<file path="config.mk">
export PLATFORM = sky130hd
export DESIGN_NAME = lpcmb_top
export DESIGN_NICKNAME = d
export VERILOG_FILES = /design/src/rtl/lpcmb_fifo.v /design/src/rtl/lpcmb_top.v
export VERILOG_INCLUDE_DIRS = /design/src /design/src/rtl
export SDC_FILE = /design/constraint.sdc
export NUM_CORES = 1
export LEC_CHECK = 0
export BUFFER_PORTS_ARGS = -buffer_cell sky130_fd_sc_hd__buf_2
export CAP_MARGIN = 40
export CORE_ASPECT_RATIO = 1.75
export CORE_UTILIZATION = 55
export CTS_BUF_LIST = sky130_fd_sc_hd__clkbuf_4 sky130_fd_sc_hd__clkbuf_8 sky130_fd_sc_hd__clkbuf_16
export CTS_CLUSTER_SIZE = 30
export DETAILED_ROUTE_END_ITERATION = 8
export PLACE_DENSITY = 0.75
export SLEW_MARGIN = 20
export SYNTH_ARGS = -nofsm -noshare
export SYNTH_HDL_FRONTEND = slang
export SYNTH_SLANG_ARGS = --single-unit
</file>
<file path="constraint.sdc">
create_clock -name clk -period 3.5 [get_ports clk]
set_clock_uncertainty 0.05 [all_clocks]
set_input_delay 0.175 -clock clk [delete_from_list [all_inputs] [get_ports clk]]
set_output_delay 0.175 -clock clk [all_outputs]
set_load 0.005 [all_outputs]
</file>
<file path="src/rtl/lpcmb_regs.vh">
// Constants of the host mailbox data and status registers.
// Assumes slave offsets are 5-bit word indexes on the internal register port.
`ifndef LPCMB_REGS_VH
`define LPCMB_REGS_VH

// Slave offset groups, bits [4:2] of the slave address; the bidirectional group is bit 4 alone
`define LPCMB_GRP_IN      3'h0
`define LPCMB_GRP_OUT     3'h1
`define LPCMB_GRP_FLAGS   3'h2
`define LPCMB_A_ARB       5'h0c
`define LPCMB_GRP_BIDIR   1'b1
`define LPCMB_BIDIR_LEAD  4'h0
`define LPCMB_BIDIR_LAST  4'hf

// Channel flag register field positions
`define LPCMB_F_OUT_FULL  0
`define LPCMB_F_IN_FULL   1
`define LPCMB_F_USER_TWO  2
`define LPCMB_F_CMD       3
`define LPCMB_F_USER_LO   4
`define LPCMB_F_USER_HI   7

// Host I/O address bit that selects flags on read, command on write
`define LPCMB_A_CMD_BIT   2

// Reset values
`define LPCMB_FLAGS_RST   8'h00
`define LPCMB_USER_RST    5'h00

`endif

</file>
<file path="src/rtl/lpcmb_fifo.v">
// Synchronous FIFO buffering host write cycles ahead of the register file.
// Assumes one clock, synchronous active-low reset.
`timescale 1ns/1ps

module lpcmb_fifo #(
  parameter WIDTH = 15,
  parameter DEPTH = 8,
  parameter AW    = 3
) (
  input  wire             clk,
  input  wire             nrst,
  input  wire             in_valid,
  output wire             in_ready,
  input  wire [WIDTH-1:0] in_data,
  output wire             out_valid,
  input  wire             out_ready,
  output wire [WIDTH-1:0] out_data
);

  reg [WIDTH-1:0] mem [0:DEPTH-1];
  reg [AW-1:0]    wr_ptr_q;
  reg [AW-1:0]    rd_ptr_q;
  reg [AW:0]      count_q;

  wire push = in_valid & in_ready;
  wire pop  = out_valid & out_ready;

  // Honest flags straight from the occupancy count
  assign in_ready  = (count_q != DEPTH[AW:0]);
  assign out_valid = (count_q != {(AW+1){1'b0}});
  assign out_data  = mem[rd_ptr_q];

  // Storage carries no reset, only the pointers and the count need one
  always @(posedge clk) begin
    if (push) begin
      mem[wr_ptr_q] <= in_data;
    end
  end

  // Pointers wrap naturally; DEPTH must be a power of two
  always @(posedge clk) begin
    if (!nrst) begin
      wr_ptr_q <= {AW{1'b0}};
      rd_ptr_q <= {AW{1'b0}};
      count_q  <= {(AW+1){1'b0}};
    end else begin
      if (push) begin
        wr_ptr_q <= wr_ptr_q + 1'b1;
      end
      if (pop) begin
        rd_ptr_q <= rd_ptr_q + 1'b1;
      end
      if (push & ~pop) begin
        count_q <= count_q + 1'b1;
      end else if (pop & ~push) begin
        count_q <= count_q - 1'b1;
      end
    end
  end

endmodule

</file>
<file path="src/rtl/lpcmb_top.v">
// Host mailbox data, bidirectional and channel flag registers.
// Assumes an outside decoder has matched the LPC I/O address to a channel
// or to the bidirectional window and hands over one-cycle read/write strobes.
`timescale 1ns/1ps
`include "lpcmb_regs.vh"

// Behaviour
// RULE1: Four 8-bit output bytes; slave reads and writes, host only reads.
// RULE2: Host read with address bit 2 low returns the channel output byte.
// RULE3: Output and bidirectional bytes have no reset value.
// RULE4: Sixteen 8-bit bidirectional bytes readable and writable by both sides.
// RULE5: Byte 0 is two registers: host-to-slave and slave-to-host.
// RULE6: Both writers check arbitration flags after writing byte 0; only the slave can read them (LPCMB_A_ARB), the host cannot.
// RULE7: Host write stores into bidirectional byte; host read returns it.
// RULE8: Host read with address bit 2 high returns the channel flags.
// RULE9: Flag bits 7..4 and 2 are user bits, slave writable, reset zero.
// RULE10: Flag bit 3 captures address bit 2 on host input write.
// RULE11: Input full set by host input write, cleared by slave read.
// RULE12: Input full flag requests a slave interrupt.
// RULE13: Output full set by slave output write, cleared by host read.
// RULE14: Slave clears output full only by writing zero; one ignored.
// RULE15: Host input write stores byte and latches address bit 2.
// RULE16: Channel 2 (and every channel) keeps the same flag behaviour.
// RULE17: Command bit and input full update with the stored byte.
module lpcmb_top #(
  parameter FIFO_DEPTH = 8,
  parameter FIFO_AW    = 3
) (
  input  wire        clk,
  input  wire        nrst,
  // Host side, decoded I/O cycles
  input  wire        host_wr,
  output wire        host_wr_ready,
  input  wire        host_rd,
  output wire        host_rd_ready,
  input  wire        host_bidir,
  input  wire [1:0]  host_chan,
  input  wire [3:0]  host_addr,
  input  wire [7:0]  host_wdata,
  output reg  [7:0]  host_rdata_q,
  output reg         host_rvalid_q,
  // Slave side, internal register access
  input  wire        slv_wr,
  input  wire        slv_rd,
  input  wire [4:0]  slv_addr,
  input  wire [7:0]  slv_wdata,
  output reg  [7:0]  slv_rdata_q,
  output reg         slv_rvalid_q,
  // Input full flags towards the slave interrupt controller
  output wire [3:0]  slave_irq_req
);

  // ****************************************************************
  // Storage
  // ****************************************************************
  reg  [7:0]  host_input_byte  [0:3];
  reg  [7:0]  host_output_byte [0:3];
  reg  [7:0]  shared_bidir_byte [1:15];
  reg  [7:0]  host_to_slave_lead_byte;
  reg  [7:0]  slave_to_host_lead_byte;
  reg  [3:0]  input_full_flag_q;
  reg  [3:0]  output_full_flag_q;
  reg  [3:0]  command_not_data_q;
  reg  [4:0]  user_flags_q [0:3];
  reg         host_lead_won_q;
  reg         slave_lead_won_q;
  wire [7:0]  channel_flags [0:3];

  // ****************************************************************
  // Host write buffer
  // ****************************************************************
  wire [14:0] wq_in = {host_bidir, host_chan, host_addr, host_wdata};
  wire [14:0] wq_out;
  wire        wq_valid;
  wire        wq_ready;
  // Slave writes own the cycle, so draining stalls and the buffer can fill
  wire        wq_take = wq_valid & wq_ready;

  assign wq_ready = ~slv_wr;

  lpcmb_fifo #(
    .WIDTH (15),
    .DEPTH (FIFO_DEPTH),
    .AW    (FIFO_AW)
  ) u_wq (
    .clk       (clk),
    .nrst      (nrst),
    .in_valid  (host_wr),
    .in_ready  (host_wr_ready),
    .in_data   (wq_in),
    .out_valid (wq_valid),
    .out_ready (wq_ready),
    .out_data  (wq_out)
  );

  // Fields of the drained host write
  wire        d_bidir = wq_out[14];
  wire [1:0]  d_chan  = wq_out[13:12];
  wire [3:0]  d_addr  = wq_out[11:8];
  wire [7:0]  d_data  = wq_out[7:0];
  wire        d_cmd   = d_addr[`LPCMB_A_CMD_BIT];
  wire        h_wr_in = wq_take & ~d_bidir;
  wire        h_wr_bd = wq_take & d_bidir;

  // Reads wait for queued writes so the host sees its own writes in order
  assign host_rd_ready = ~wq_valid;
  wire        h_rd    = host_rd & host_rd_ready;
  wire        h_rd_flags = h_rd & ~host_bidir & host_addr[`LPCMB_A_CMD_BIT];

  // Slave decode
  wire        s_bidir = slv_addr[4] == `LPCMB_GRP_BIDIR;
  wire [3:0]  s_idx   = slv_addr[3:0];
  wire [2:0]  s_grp   = slv_addr[4:2];
  wire [1:0]  s_ch    = slv_addr[1:0];

  // ****************************************************************
  // Per-channel flag registers
  // ****************************************************************
  genvar g;
  generate
    for (g = 0; g < 4; g = g + 1) begin : g_chan
      localparam [1:0] CH = g;
      wire in_set    = h_wr_in & (d_chan == CH);
      wire in_clr    = slv_rd & (s_grp == `LPCMB_GRP_IN) & (s_ch == CH);
      wire out_set   = slv_wr & (s_grp == `LPCMB_GRP_OUT) & (s_ch == CH);
      wire out_clr_h = h_rd & ~host_bidir & (host_chan == CH) & ~host_addr[`LPCMB_A_CMD_BIT];
      wire flags_wr  = slv_wr & (s_grp == `LPCMB_GRP_FLAGS) & (s_ch == CH);
      wire out_clr_s = flags_wr & ~slv_wdata[`LPCMB_F_OUT_FULL];

      assign channel_flags[g] = {user_flags_q[g][4:1], command_not_data_q[g],
                                 user_flags_q[g][0], input_full_flag_q[g], output_full_flag_q[g]};

      // Input byte is stored in the same cycle its flags move
      always @(posedge clk) begin
        if (in_set) begin
          host_input_byte[g] <= d_data;                   // [RULE15] [RULE17]
        end
        if (out_set) begin
          host_output_byte[g] <= slv_wdata;               // [RULE1] [RULE3]
        end
      end

      // Sets win over clears arriving in the same cycle
      always @(posedge clk) begin
        if (!nrst) begin
          input_full_flag_q[g]  <= 1'b0;
          output_full_flag_q[g] <= 1'b0;
          command_not_data_q[g] <= 1'b0;
          user_flags_q[g]       <= `LPCMB_USER_RST;
        end else begin
          if (in_set) begin
            input_full_flag_q[g]  <= 1'b1;                 // [RULE11] [RULE16] [RULE17]
            command_not_data_q[g] <= d_cmd;                // [RULE10] [RULE15]
          end else if (in_clr) begin
            input_full_flag_q[g]  <= 1'b0;                 // [RULE11]
          end
          if (out_set) begin
            output_full_flag_q[g] <= 1'b1;                 // [RULE13]
          end else if (out_clr_h | out_clr_s) begin
            output_full_flag_q[g] <= 1'b0;                 // [RULE13] [RULE14]
          end
          if (flags_wr) begin
            user_flags_q[g] <= {slv_wdata[`LPCMB_F_USER_HI:`LPCMB_F_USER_LO],
                                slv_wdata[`LPCMB_F_USER_TWO]};  // [RULE9]
          end
        end
      end
    end
  endgenerate

  // Input full doubles as the interrupt request line per channel
  assign slave_irq_req = input_full_flag_q;               // [RULE12]

  // ****************************************************************
  // Bidirectional bytes
  // ****************************************************************
  wire h_lead   = h_wr_bd & (d_addr == `LPCMB_BIDIR_LEAD);
  wire s_lead   = slv_wr & s_bidir & (s_idx == `LPCMB_BIDIR_LEAD);
  wire s_rd_end = slv_rd & s_bidir & (s_idx == `LPCMB_BIDIR_LAST);
  wire h_rd_end = h_rd & host_bidir & (host_addr == `LPCMB_BIDIR_LAST);

  // No reset on data; slave and drained host writes never share a cycle
  always @(posedge clk) begin
    if (h_wr_bd && d_addr != `LPCMB_BIDIR_LEAD) begin
      shared_bidir_byte[d_addr] <= d_data;                 // [RULE4] [RULE7] [RULE3]
    end else if (slv_wr && s_bidir && s_idx != `LPCMB_BIDIR_LEAD) begin
      shared_bidir_byte[s_idx] <= slv_wdata;               // [RULE4]
    end
    if (h_lead && !slave_lead_won_q) begin
      host_to_slave_lead_byte <= d_data;                   // [RULE5]
    end
    if (s_lead && !host_lead_won_q) begin
      slave_to_host_lead_byte <= slv_wdata;                // [RULE5]
    end
  end

  // Whoever writes byte 0 first owns it until the far side reads byte 15
  always @(posedge clk) begin
    if (!nrst) begin
      host_lead_won_q  <= 1'b0;
      slave_lead_won_q <= 1'b0;
    end else begin
      if (h_lead && !slave_lead_won_q) begin
        host_lead_won_q <= 1'b1;                           // [RULE6]
      end else if (s_rd_end) begin
        host_lead_won_q <= 1'b0;
      end
      if (s_lead && !host_lead_won_q) begin
        slave_lead_won_q <= 1'b1;                          // [RULE6]
      end else if (h_rd_end) begin
        slave_lead_won_q <= 1'b0;
      end
    end
  end

  // ****************************************************************
  // Host read path
  // ****************************************************************
  reg [7:0] host_rdata_d;

  // Bidirectional window, else flags on bit 2 high, else output byte
  always @* begin
    if (host_bidir) begin
      if (host_addr == `LPCMB_BIDIR_LEAD) begin
        host_rdata_d = slave_to_host_lead_byte;            // [RULE5]
      end else begin
        host_rdata_d = shared_bidir_byte[host_addr];       // [RULE7]
      end
    end else if (h_rd_flags) begin
      host_rdata_d = channel_flags[host_chan];             // [RULE8]
    end else begin
      host_rdata_d = host_output_byte[host_chan];          // [RULE2]
    end
  end

  always @(posedge clk) begin
    if (!nrst) begin
      host_rdata_q  <= 8'h00;
      host_rvalid_q <= 1'b0;
    end else begin
      host_rvalid_q <= h_rd;
      if (h_rd) begin
        host_rdata_q <= host_rdata_d;
      end
    end
  end

  // ****************************************************************
  // Slave read path
  // ****************************************************************
  reg [7:0] slv_rdata_d;

  // Unmapped slave offsets read as zero
  always @* begin
    slv_rdata_d = 8'h00;
    if (s_bidir) begin
      if (s_idx == `LPCMB_BIDIR_LEAD) begin
        slv_rdata_d = host_to_slave_lead_byte;             // [RULE5]
      end else begin
        slv_rdata_d = shared_bidir_byte[s_idx];            // [RULE4]
      end
    end else begin
      case (s_grp)
        `LPCMB_GRP_IN: begin
          slv_rdata_d = host_input_byte[s_ch];
        end
        `LPCMB_GRP_OUT: begin
          slv_rdata_d = host_output_byte[s_ch];            // [RULE1]
        end
        `LPCMB_GRP_FLAGS: begin
          slv_rdata_d = channel_flags[s_ch];
        end
        default: begin
          if (slv_addr == `LPCMB_A_ARB) begin
            slv_rdata_d = {6'h00, slave_lead_won_q, host_lead_won_q};  // [RULE6]
          end
        end
      endcase
    end
  end

  always @(posedge clk) begin
    if (!nrst) begin
      slv_rdata_q  <= 8'h00;
      slv_rvalid_q <= 1'b0;
    end else begin
      slv_rvalid_q <= slv_rd;
      if (slv_rd) begin
        slv_rdata_q <= slv_rdata_d;
      end
    end
  end

endmodule

</file>
==> impl_metrics.toml, run 1 <==
[outcome]
outcome = "finished clean"

[worst_setup_path]
worstSetupPathType = "flip-flop to flip-flop"
crit_arrival_ns = 3.06
reg2reg_slack_ns = 0.62
cp-start-kind = "flip-flop"
required_ns = 3.68
path_cells = "mux2i_1 > mux4_2 > o21ai_2 > nand2_1 > nor4_1 > buf_4"
worstSetupEndpointType = "flip-flop"
slowest_stage = "dfxtp_2"
slowest_delay_ns = 0.67
critPathMaxFanout = 19

[clocking]
cts_tree = "yes"
post-cts-setup-buffer-count = 0
clock-sinks = 385
cts_buffer_depth = 3
cts_buffers = 35
worstSkewPairLatency_ns = 0.53
path_clk_slew_ns = 0.06
cts-root-buf = "clkbuf_16"
htreeDepth = 2

[route]
first_pass_iters = 5
routed_wl_um = 40400
drt_iter0_drc = 915
vias = 9674
drc = 0
avgRoutedWirePerCell_um = 27.0
routed_via_density = 6.46
ant_nets = 0

[yosys]
ys_seq_area_frac = 0.655
ys_top_cells_by_area = "edfxtp_1 60%, mux4_2 17%, dfxtp_1 5.3%"
syn-cell-area_um2 = 17000
synth.most_common_cell = "edfxtp_1"
synth_fp_nets = 1015
synth_common_cells = "340 x edfxtp_1, 125 x mux4_2, 56 x nor2_1"
yosys_register_bits = 385
synthFlopType = "edfxtp_1"
synth_enable_flop_cells = 340
yosys.area.top_type = "edfxtp_1"
yosysTopAreaCellShare = 0.602
async_flop_share = 0
synth.avg_cell_area_um2 = 17.4
synth_cell_types = 63
netlist_instances = 975
yosys_warnings = 0

[worst_hold_path]
hold_start = "slv_rd"
hp-class = "input pin to flip-flop"

[floorplanning]
rows = 84
boundaryPins = 58
die_h_um = 234
dieArea_um2 = 31600
core_area_um2 = 30200
initial_core_util = 0.562
die_x_um = 135

[cells_and_area]
nNetsFinal = 1123
fill_cells = 2065
stdcell_area_um2 = 19200
n_antenna_cell = 0
area_growth_pct = 13.1
drive_above_1_share = 0.316

[grt]
grt_antenna_before_repair = 0
grt_max_degree = 62
grt.total_usage = 0.267
grt_pass1_vias = 10000
grt_use_met2 = 0.493
use_met3 = 0.0387
grt_pass1_wl_um = 60500
met1_usage = 0.298
overflow = 0
grt.busiest_layer = "met2"

[sta]
tightest_slew_ns = 0.803
slew_viol_final = 0
min_period_over_period = 0.823
rsz0062_at_grt = "false"
setup_tns_ns = 0
hold_viol = 0
relSlewSlack = 0.465
setup-violations-final = 0
fmax_mhz = 347
min_period_ns = 2.88

[placement]
port_buffers = 57
gp_congestion = 0.854
place_area_um2 = 17900
hpwl_um = 27700

[power_and_ir_drop]
p_leak_nw = 6.36
vdd_drop_max_uv = 467
power.density_nw_per_um2 = 613

[run]
cap_violations = 0
[flip-flops by register name (all words and copies together), names as in the netlist, 20 cells and up, named ones only]
| signal | count |
|---|---|
| host_input_byte | 32 |
| u_wq.mem | 120 |
| shared_bidir_byte | 120 |
| user_flags_q | 20 |
| host_output_byte | 32 |
[cells by family (layout without fill, tap and decap cells)]
family                   after synthesis  in the layout  share of synthesized area
multiplexers                         183            183                      0.202
flip-flops                           385            385                      0.655
adder cells (fa/ha/maj)                6              6                    0.00487
AO/OA/AOI/OAI                        136            136                     0.0523
XOR/XNOR                               7              7                    0.00362
buffers and inverters                 75            210                     0.0257
AND/OR/NAND/NOR                      183            183                     0.0565
[critical path: cells and delay by family, from the launching register on]
kind | cells | cell delay [ns]
simple gates | 2 | 0.56
mux | 2 | 0.68
buf+inv | 1 | 0.29
compound gates | 1 | 0.31
flops | 1 | 0.67
[worst paths after layout]
check,endpoint,cells after the start
worst max register to register,shared_bidir_byte[3][4],6
worst min register to register,channel_flags[19],2
worst min-delay path,slv_rdata_q[5],2
worst max-delay path,shared_bidir_byte[3][4],6
[report_power, final]
group,switching [mW],internal (mW)
clock,1.63,2.04
sequential,0.214,5.62
combinational,1.31,0.937
total,3.15,8.60
[through the flow]
stage          power [mW]  hold WS [ns]   util  setup WS (ns)  cells
2_1_floorplan        7.48         0.224      -          0.581    975
3_3_place_gp         8.09         0.389  0.592          0.677   1412
3_5_place_dp         8.16         0.403  0.592          0.635   1413
4_1_cts              11.8        0.0132  0.635          0.603   1495
5_1_grt              12.2        0.0273  0.636          0.494   1497
6_report             11.8        0.0353  0.636          0.618   1497
[cell type report]
cell class,count,area (um2),area share
Clock inverter,15,97.6,0.00509
Tap cell,387,484,0.0252
Inverter,11,41.3,0.00215
Timing Repair Buffer,135,978,0.0510
Multi-Input combinational cell,515,5450,0.284
Clock buffer,49,1010,0.0527
Sequential cell,385,11100,0.579
[routing by layer]
layer	share of wire	routed length (um)
met1	0.34	13800
met2	0.55	22200
met3	0.062	2490
met4	0.047	1880
met5	0	0
[cell usage in the layout (no fill, tap or decap), drive strengths merged, types with 3 or more instances in the layout]
cell type and instances:
edfxtp 340, mux4 125, buf 117, nor2 57, a21oi 51, clkbuf 49
dfxtp 45, mux2i 42, nand2 32, o21ai 26, and2 23, nor3 19
dlygate4sd3 18, mux2 16, a22oi 15, nand3 13, clkinv 12, inv 11
o21a 10, o32ai 9, nor4 9, nand2b 8, o22ai 6, ha 5
nand3b 4, a211oi 4, xnor2 4, o221a 4, or2 4, or3 3
xor2 3, clkinvlp 3, nor3b 3, nand4 3
[repair_timing]
item                                   CTS  global route
hold buffers                            18             0
resized for setup                        0             0
endpoints found under the hold margin  119             0
Power figures use the tool's default switching activity.
==> run 2, diff against run 1 <==
--- a/config.mk
+++ b/config.mk
@@ -13,7 +13,7 @@
 export CTS_BUF_LIST = sky130_fd_sc_hd__clkbuf_4 sky130_fd_sc_hd__clkbuf_8 sky130_fd_sc_hd__clkbuf_16
 export CTS_CLUSTER_SIZE = 30
 export DETAILED_ROUTE_END_ITERATION = 8
-export PLACE_DENSITY = 0.75
+export PLACE_DENSITY = 0.78
 export SLEW_MARGIN = 20
 export SYNTH_ARGS = -nofsm -noshare
 export SYNTH_HDL_FRONTEND = slang
==> constraint.sdc (replaced) <==
create_clock -name clk -period 2.64 [get_ports clk]
set_clock_uncertainty 0.05 [all_clocks]
set_input_delay 0.132 -clock clk [delete_from_list [all_inputs] [get_ports clk]]
set_output_delay 0.132 -clock clk [all_outputs]
set_load 0.005 [all_outputs]
==> run 2 against run 1 <==
Net effect:
- sequential power increased by 32%
- hold slack got worse by 0.019 ns
- final cell count is 1.6% higher
- worst setup slack got worse by 0.51 ns
- register-to-register slack lost 0.51 ns
- first-iteration DRC count decreased by 4.9%
- clock power is 40% higher
- fmax increased by 14%
- highest routed layer unchanged
==> impl_metrics.toml, run 2 (synthesis results as in run 1) <==
[outcome]
outcome = "finished clean"

[power_and_ir_drop]
p_clk_frac = 0.317
internal-power_mw = 11.8
vdd_drop_max_uv = 661
p_sw_frac = 0.270
p_sw_mw = 4.39
p_total_mw = 16.2
p_leak_nw = 6.52
power.density_nw_per_um2 = 832
pwr-share-comb = 0.209
sequentialPowerShare = 0.474

[cells_and_area]
drive_above_1_share = 0.334
reg.largest.list = "shared_bidir_byte: 120 flops, u_wq.mem: 120 flops"
stdcell_area_um2 = 19500
n_antenna_cell = 0
area_growth_pct = 15.2
postLayoutCoreUtil = 0.647
nNetsFinal = 1149
mostFrequentLayoutCells = "340 x edfxtp_1, 125 x mux4_2, 78 x buf_4"
finalNonFillerCells = 1521
final_common_cell = "edfxtp_1"

[sta]
setup-violations-final = 0
slew_viol_final = 0
tightest_slew_ns = 0.793
min_period_over_period = 0.959
min_period_ns = 2.53
hold_viol = 0
relSlewSlack = 0.472
fmax_mhz = 395
rsz0062_at_grt = "true"
setup_tns_ns = 0
hold_ws_ns = 0.0166
fin_ws_ns = 0.109

[worst_setup_path]
required_ns = 2.82
critPathMaxFanout = 15
worstSetupEndpointType = "flip-flop"
cp-start-kind = "flip-flop"
worstSetupPathType = "flip-flop to flip-flop"
crit_arrival_ns = 2.71

[clocking]
worstSkewPairLatency_ns = 0.54
cts_buffers = 35
cts_buffer_depth = 3
cts_tree = "yes"
path_clk_slew_ns = 0.06
htreeDepth = 2
clock-sinks = 385
cts-root-buf = "clkbuf_16"

[grt]
overflow = 0
grt_pass1_wl_um = 63100
grt_pass1_vias = 10300
grt.total_usage = 0.281
grt_max_degree = 28
grt_antenna_before_repair = 2

[route]
first_pass_iters = 5
routed_via_density = 6.56
avgRoutedWirePerCell_um = 27.9
drt_iter0_drc = 870
routed_wl_um = 42500
ant_nets = 0
drc = 0
vias = 9974

[placement]
dp_slack_ns = 0.0815
place_area_um2 = 18100
gp_congestion = 0.850
dp_cells = 1437
port_buffers = 57
hpwl_um = 29500

[floorplanning]
initial_core_util = 0.562
dieArea_um2 = 31600
core_area_um2 = 30200
rows = 84
die_x_um = 135
die_h_um = 234
boundaryPins = 58

[run]
cap_violations = 0

[worst_hold_path]
hp-class = "input pin to flip-flop"
[run 2: final timing paths]
path | startpoint | to | slack [ns] | cells after the start
worst max-delay path | flip-flop | shared_bidir_byte[12][3] | 0.11 | 7
worst min-delay path | host_wr | u_wq.wr_ptr_q[1] | 0.02 | 5
worst min register to register | channel_flags[19] | channel_flags[19] | 0.43 | 2
worst max register to register | flip-flop | shared_bidir_byte[12][3] | 0.11 | 7
[run 2: layout make-up]
type	instances	area, um2
well taps	387	484
multi-input cells	515	5520
fillers	1988	10600
clock inverters	17	186
inverters	11	41.3
clock buffers	45	981
flip-flops and latches	385	11100
repair buffers	161	1200
[run 2: power by group through the flow]
stage	Sequential, mW	Combinational [mW]	Clock [mW]
2_1_floorplan	7.73	2.19	0
3_3_place_gp	7.78	3.22	0
3_5_place_dp	7.81	3.29	0
4_1_cts	7.69	3.34	5.18
5_1_grt	7.72	3.61	5.41
6_report	7.69	3.40	5.15
[run 2: routing by layer]
| metal | vias to the layer above | share of wire | GRT usage |
|---|---|---|---|
| met4 | 0 | 0.058 | 0.164 |
| met5 | - | 0 | 0 |
| met2 | 554 | 0.54 | 0.511 |
| met1 | 5070 | 0.33 | 0.310 |
| li1 | 4221 | - | - |
| met3 | 129 | 0.067 | 0.0389 |
[run 2: repair_timing]
action,4_1_cts,5_1_grt
hold endpoints to repair,121,4
endpoints found under the setup margin,0,68
gates resized for setup,0,9
hold buffers,18,1
setup buffers,0,1
[run 2: critical path: stages (launching register included)]
cell     delay, ns
dfxtp_2       0.41
buf_12        0.18
mux2i_1       0.08
mux4_2        0.53
o21ai_4       0.27
nand2_1       0.20
nor4_2        0.22
buf_4         0.26
==> run 3, diff against run 2 <==
--- a/config.mk
+++ b/config.mk
@@ -8,12 +8,13 @@
 export LEC_CHECK = 0
 export BUFFER_PORTS_ARGS = -buffer_cell sky130_fd_sc_hd__buf_2
 export CAP_MARGIN = 40
-export CORE_ASPECT_RATIO = 1.75
-export CORE_UTILIZATION = 55
+export CELL_PAD_IN_SITES_DETAIL_PLACEMENT = 1
+export CELL_PAD_IN_SITES_GLOBAL_PLACEMENT = 1
+export CORE_UTILIZATION = 49
 export CTS_BUF_LIST = sky130_fd_sc_hd__clkbuf_4 sky130_fd_sc_hd__clkbuf_8 sky130_fd_sc_hd__clkbuf_16
 export CTS_CLUSTER_SIZE = 30
 export DETAILED_ROUTE_END_ITERATION = 8
-export PLACE_DENSITY = 0.78
+export PLACE_DENSITY = 0.79
 export SLEW_MARGIN = 20
 export SYNTH_ARGS = -nofsm -noshare
 export SYNTH_HDL_FRONTEND = slang
==> run 3 against run 2 <==
Net effect:
- largest cell class unchanged
- critical endpoint is now shared_bidir_byte[1][6]
- design area increased by 1.4%
- combinational power increased by 1%
- worst setup slack got worse by 0.064 ns
- flip-flop and latch count unchanged
- utilization decreased by 6.1 points
==> impl_metrics.toml, run 3 (synthesis results as in run 1) <==
[sta]
rsz0062_at_grt = "true"
fin_ws_ns = 0.0452
tightest_slew_ns = 0.750
setup-violations-final = 0
slew_viol_final = 0
min_period_ns = 2.59
relSlewSlack = 0.500
hold_viol = 0
min_period_over_period = 0.983
fmax_mhz = 385

[grt]
grt_pass1_wl_um = 71000
grt_max_degree = 32
overflow = 0
grt_antenna_before_repair = 2
grt.total_usage = 0.275
grt_pass1_vias = 10900

[floorplanning]
dieArea_um2 = 35300
core_area_um2 = 33800
rows = 67
die_h_um = 188
die_x_um = 188
initial_core_util = 0.502
boundaryPins = 58

[clocking]
clock-sinks = 385
worstSkewPairLatency_ns = 0.53
cts_buffers = 40
cts_buffer_depth = 3
post-cts-setup-buffer-count = 0
path_clk_slew_ns = 0.06
cts_tree = "yes"
htreeDepth = 2
cts-root-buf = "clkbuf_16"

[worst_setup_path]
reg2reg_slack_ns = 0.05
worstRegToRegCells = 7
cp-start-kind = "flip-flop"
critPathMaxFanout = 20
required_ns = 2.81
crit_arrival_ns = 2.76
worstSetupEndpointType = "flip-flop"
rr_endpoint = "shared_bidir_byte[1][6]"
worstSetupPathType = "flip-flop to flip-flop"

[placement]
dp_cells = 1502
dp_slack_ns = 0.0248
hpwl_um = 33000
port_buffers = 57
gp_congestion = 0.836

[power_and_ir_drop]
internal-power_mw = 12.4
power.density_nw_per_um2 = 856
p_sw_frac = 0.270
vdd_drop_max_uv = 733
p_sw_mw = 4.57
p_clk_frac = 0.342
p_leak_nw = 6.64
sequentialPowerShare = 0.455
pwr-share-comb = 0.203

[route]
routed_wl_um = 48100
drc = 0
avgRoutedWirePerCell_um = 30.1
first_pass_iters = 5
vias = 10100
drt_iter0_drc = 999
ant_nets = 0
routed_via_density = 6.34

[cells_and_area]
n_antenna_cell = 0
postLayoutCoreUtil = 0.586
final_common_cell = "edfxtp_1"
reg.largest.list = "shared_bidir_byte: 120 flops, u_wq.mem: 120 flops"
mostFrequentLayoutCells = "340 x edfxtp_1, 125 x mux4_2, 80 x buf_4"
area_growth_pct = 16.8
drive_above_1_share = 0.341
finalNonFillerCells = 1596
nNetsFinal = 1156

[worst_hold_path]
min_to = "u_wq.wr_ptr_q[1]"
hp-class = "input pin to flip-flop"
hold_start = "host_wr"
holdPathStages = 5

[outcome]
outcome = "finished clean"

[run]
cap_violations = 0
## run 3: cell count changes in the layout (fill, tap and decap cells not counted), sizes merged
| cell | before | now |
|---|---|---|
| inv | 11 | 13 |
| bufinv | 3 | 4 |
| clkinv | 12 | 10 |
| clkbuf | 45 | 56 |
| buf | 142 | 144 |
## run 3: worst max-delay path by stage
stage	start	endpoint	slack, ns	cells after the start
2_1_floorplan	flip-flop	shared_bidir_byte[3][0]	-0.1	6
3_3_place_gp	u_wq.count_q[0]	u_wq.count_q[3]	0.10	11
3_5_place_dp	u_wq.count_q[1]	u_wq.count_q[3]	0.02	11
4_1_cts	u_wq.count_q[1]	u_wq.count_q[3]	0.01	11
5_1_grt	flip-flop	shared_bidir_byte[15][4]	-0.07	7
6_report	flip-flop	shared_bidir_byte[1][6]	0.05	7
## run 3: timing repair
action / in CTS / in global routing
hold endpoints to repair: 115 / 8
endpoints found under the setup margin: 0 / 64
hold buffers: 18 / 1
gates resized for setup: 0 / 4
## run 3: power by group through the flow
stage                     combinational, mW  sequential [mW]  clock (mW)
final                                  3.44             7.71        5.80
after global routing                   3.65             7.74        6.05
after CTS                              3.43             7.70        5.86
after detailed placement               3.36             7.82           0
after global placement                 3.23             7.77           0
after floorplan                        2.19             7.73           0
## run 3: layer usage
layer | vias to the layer above | GRT usage | part of all wire
met5 | - | 0 | 0
met4 | 0 | 0.0710 | 0.022
met3 | 75 | 0.0537 | 0.076
met2 | 436 | 0.482 | 0.52
met1 | 5372 | 0.352 | 0.38
li1 | 4242 | - | -
## run 3: critical path, stage by stage (launching register included)
cell	delay [ns]
dfxtp_2	0.35
buf_12	0.20
mux2i_1	0.10
mux4_2	0.53
o21ai_2	0.33
nand2b_1	0.19
nor4_1	0.26
buf_4	0.26
## run 3: layout make-up
type                       instances  area [um2]
clock buffer                      56        1160
inverter                          11        41.3
timing repair buffer             163        1230
sequential                       385       11100
clock inverter                    18         203
fill                            3005       14000
tap                              448         561
multi-input combinational        515        5480
## run 3: stage by stage
stage	hold WS (ns)	instance area, um2	setup TNS, ns	power, mW
floorplan	0.181	17000	-3.50	9.92
global placement	0.357	18200	0	11.0
detailed placement	0.372	18200	0	11.2
CTS	0.0423	19800	0	17.0
global route	0.0900	19800	-2.27	17.4
finish	0.0507	19800	0	16.9
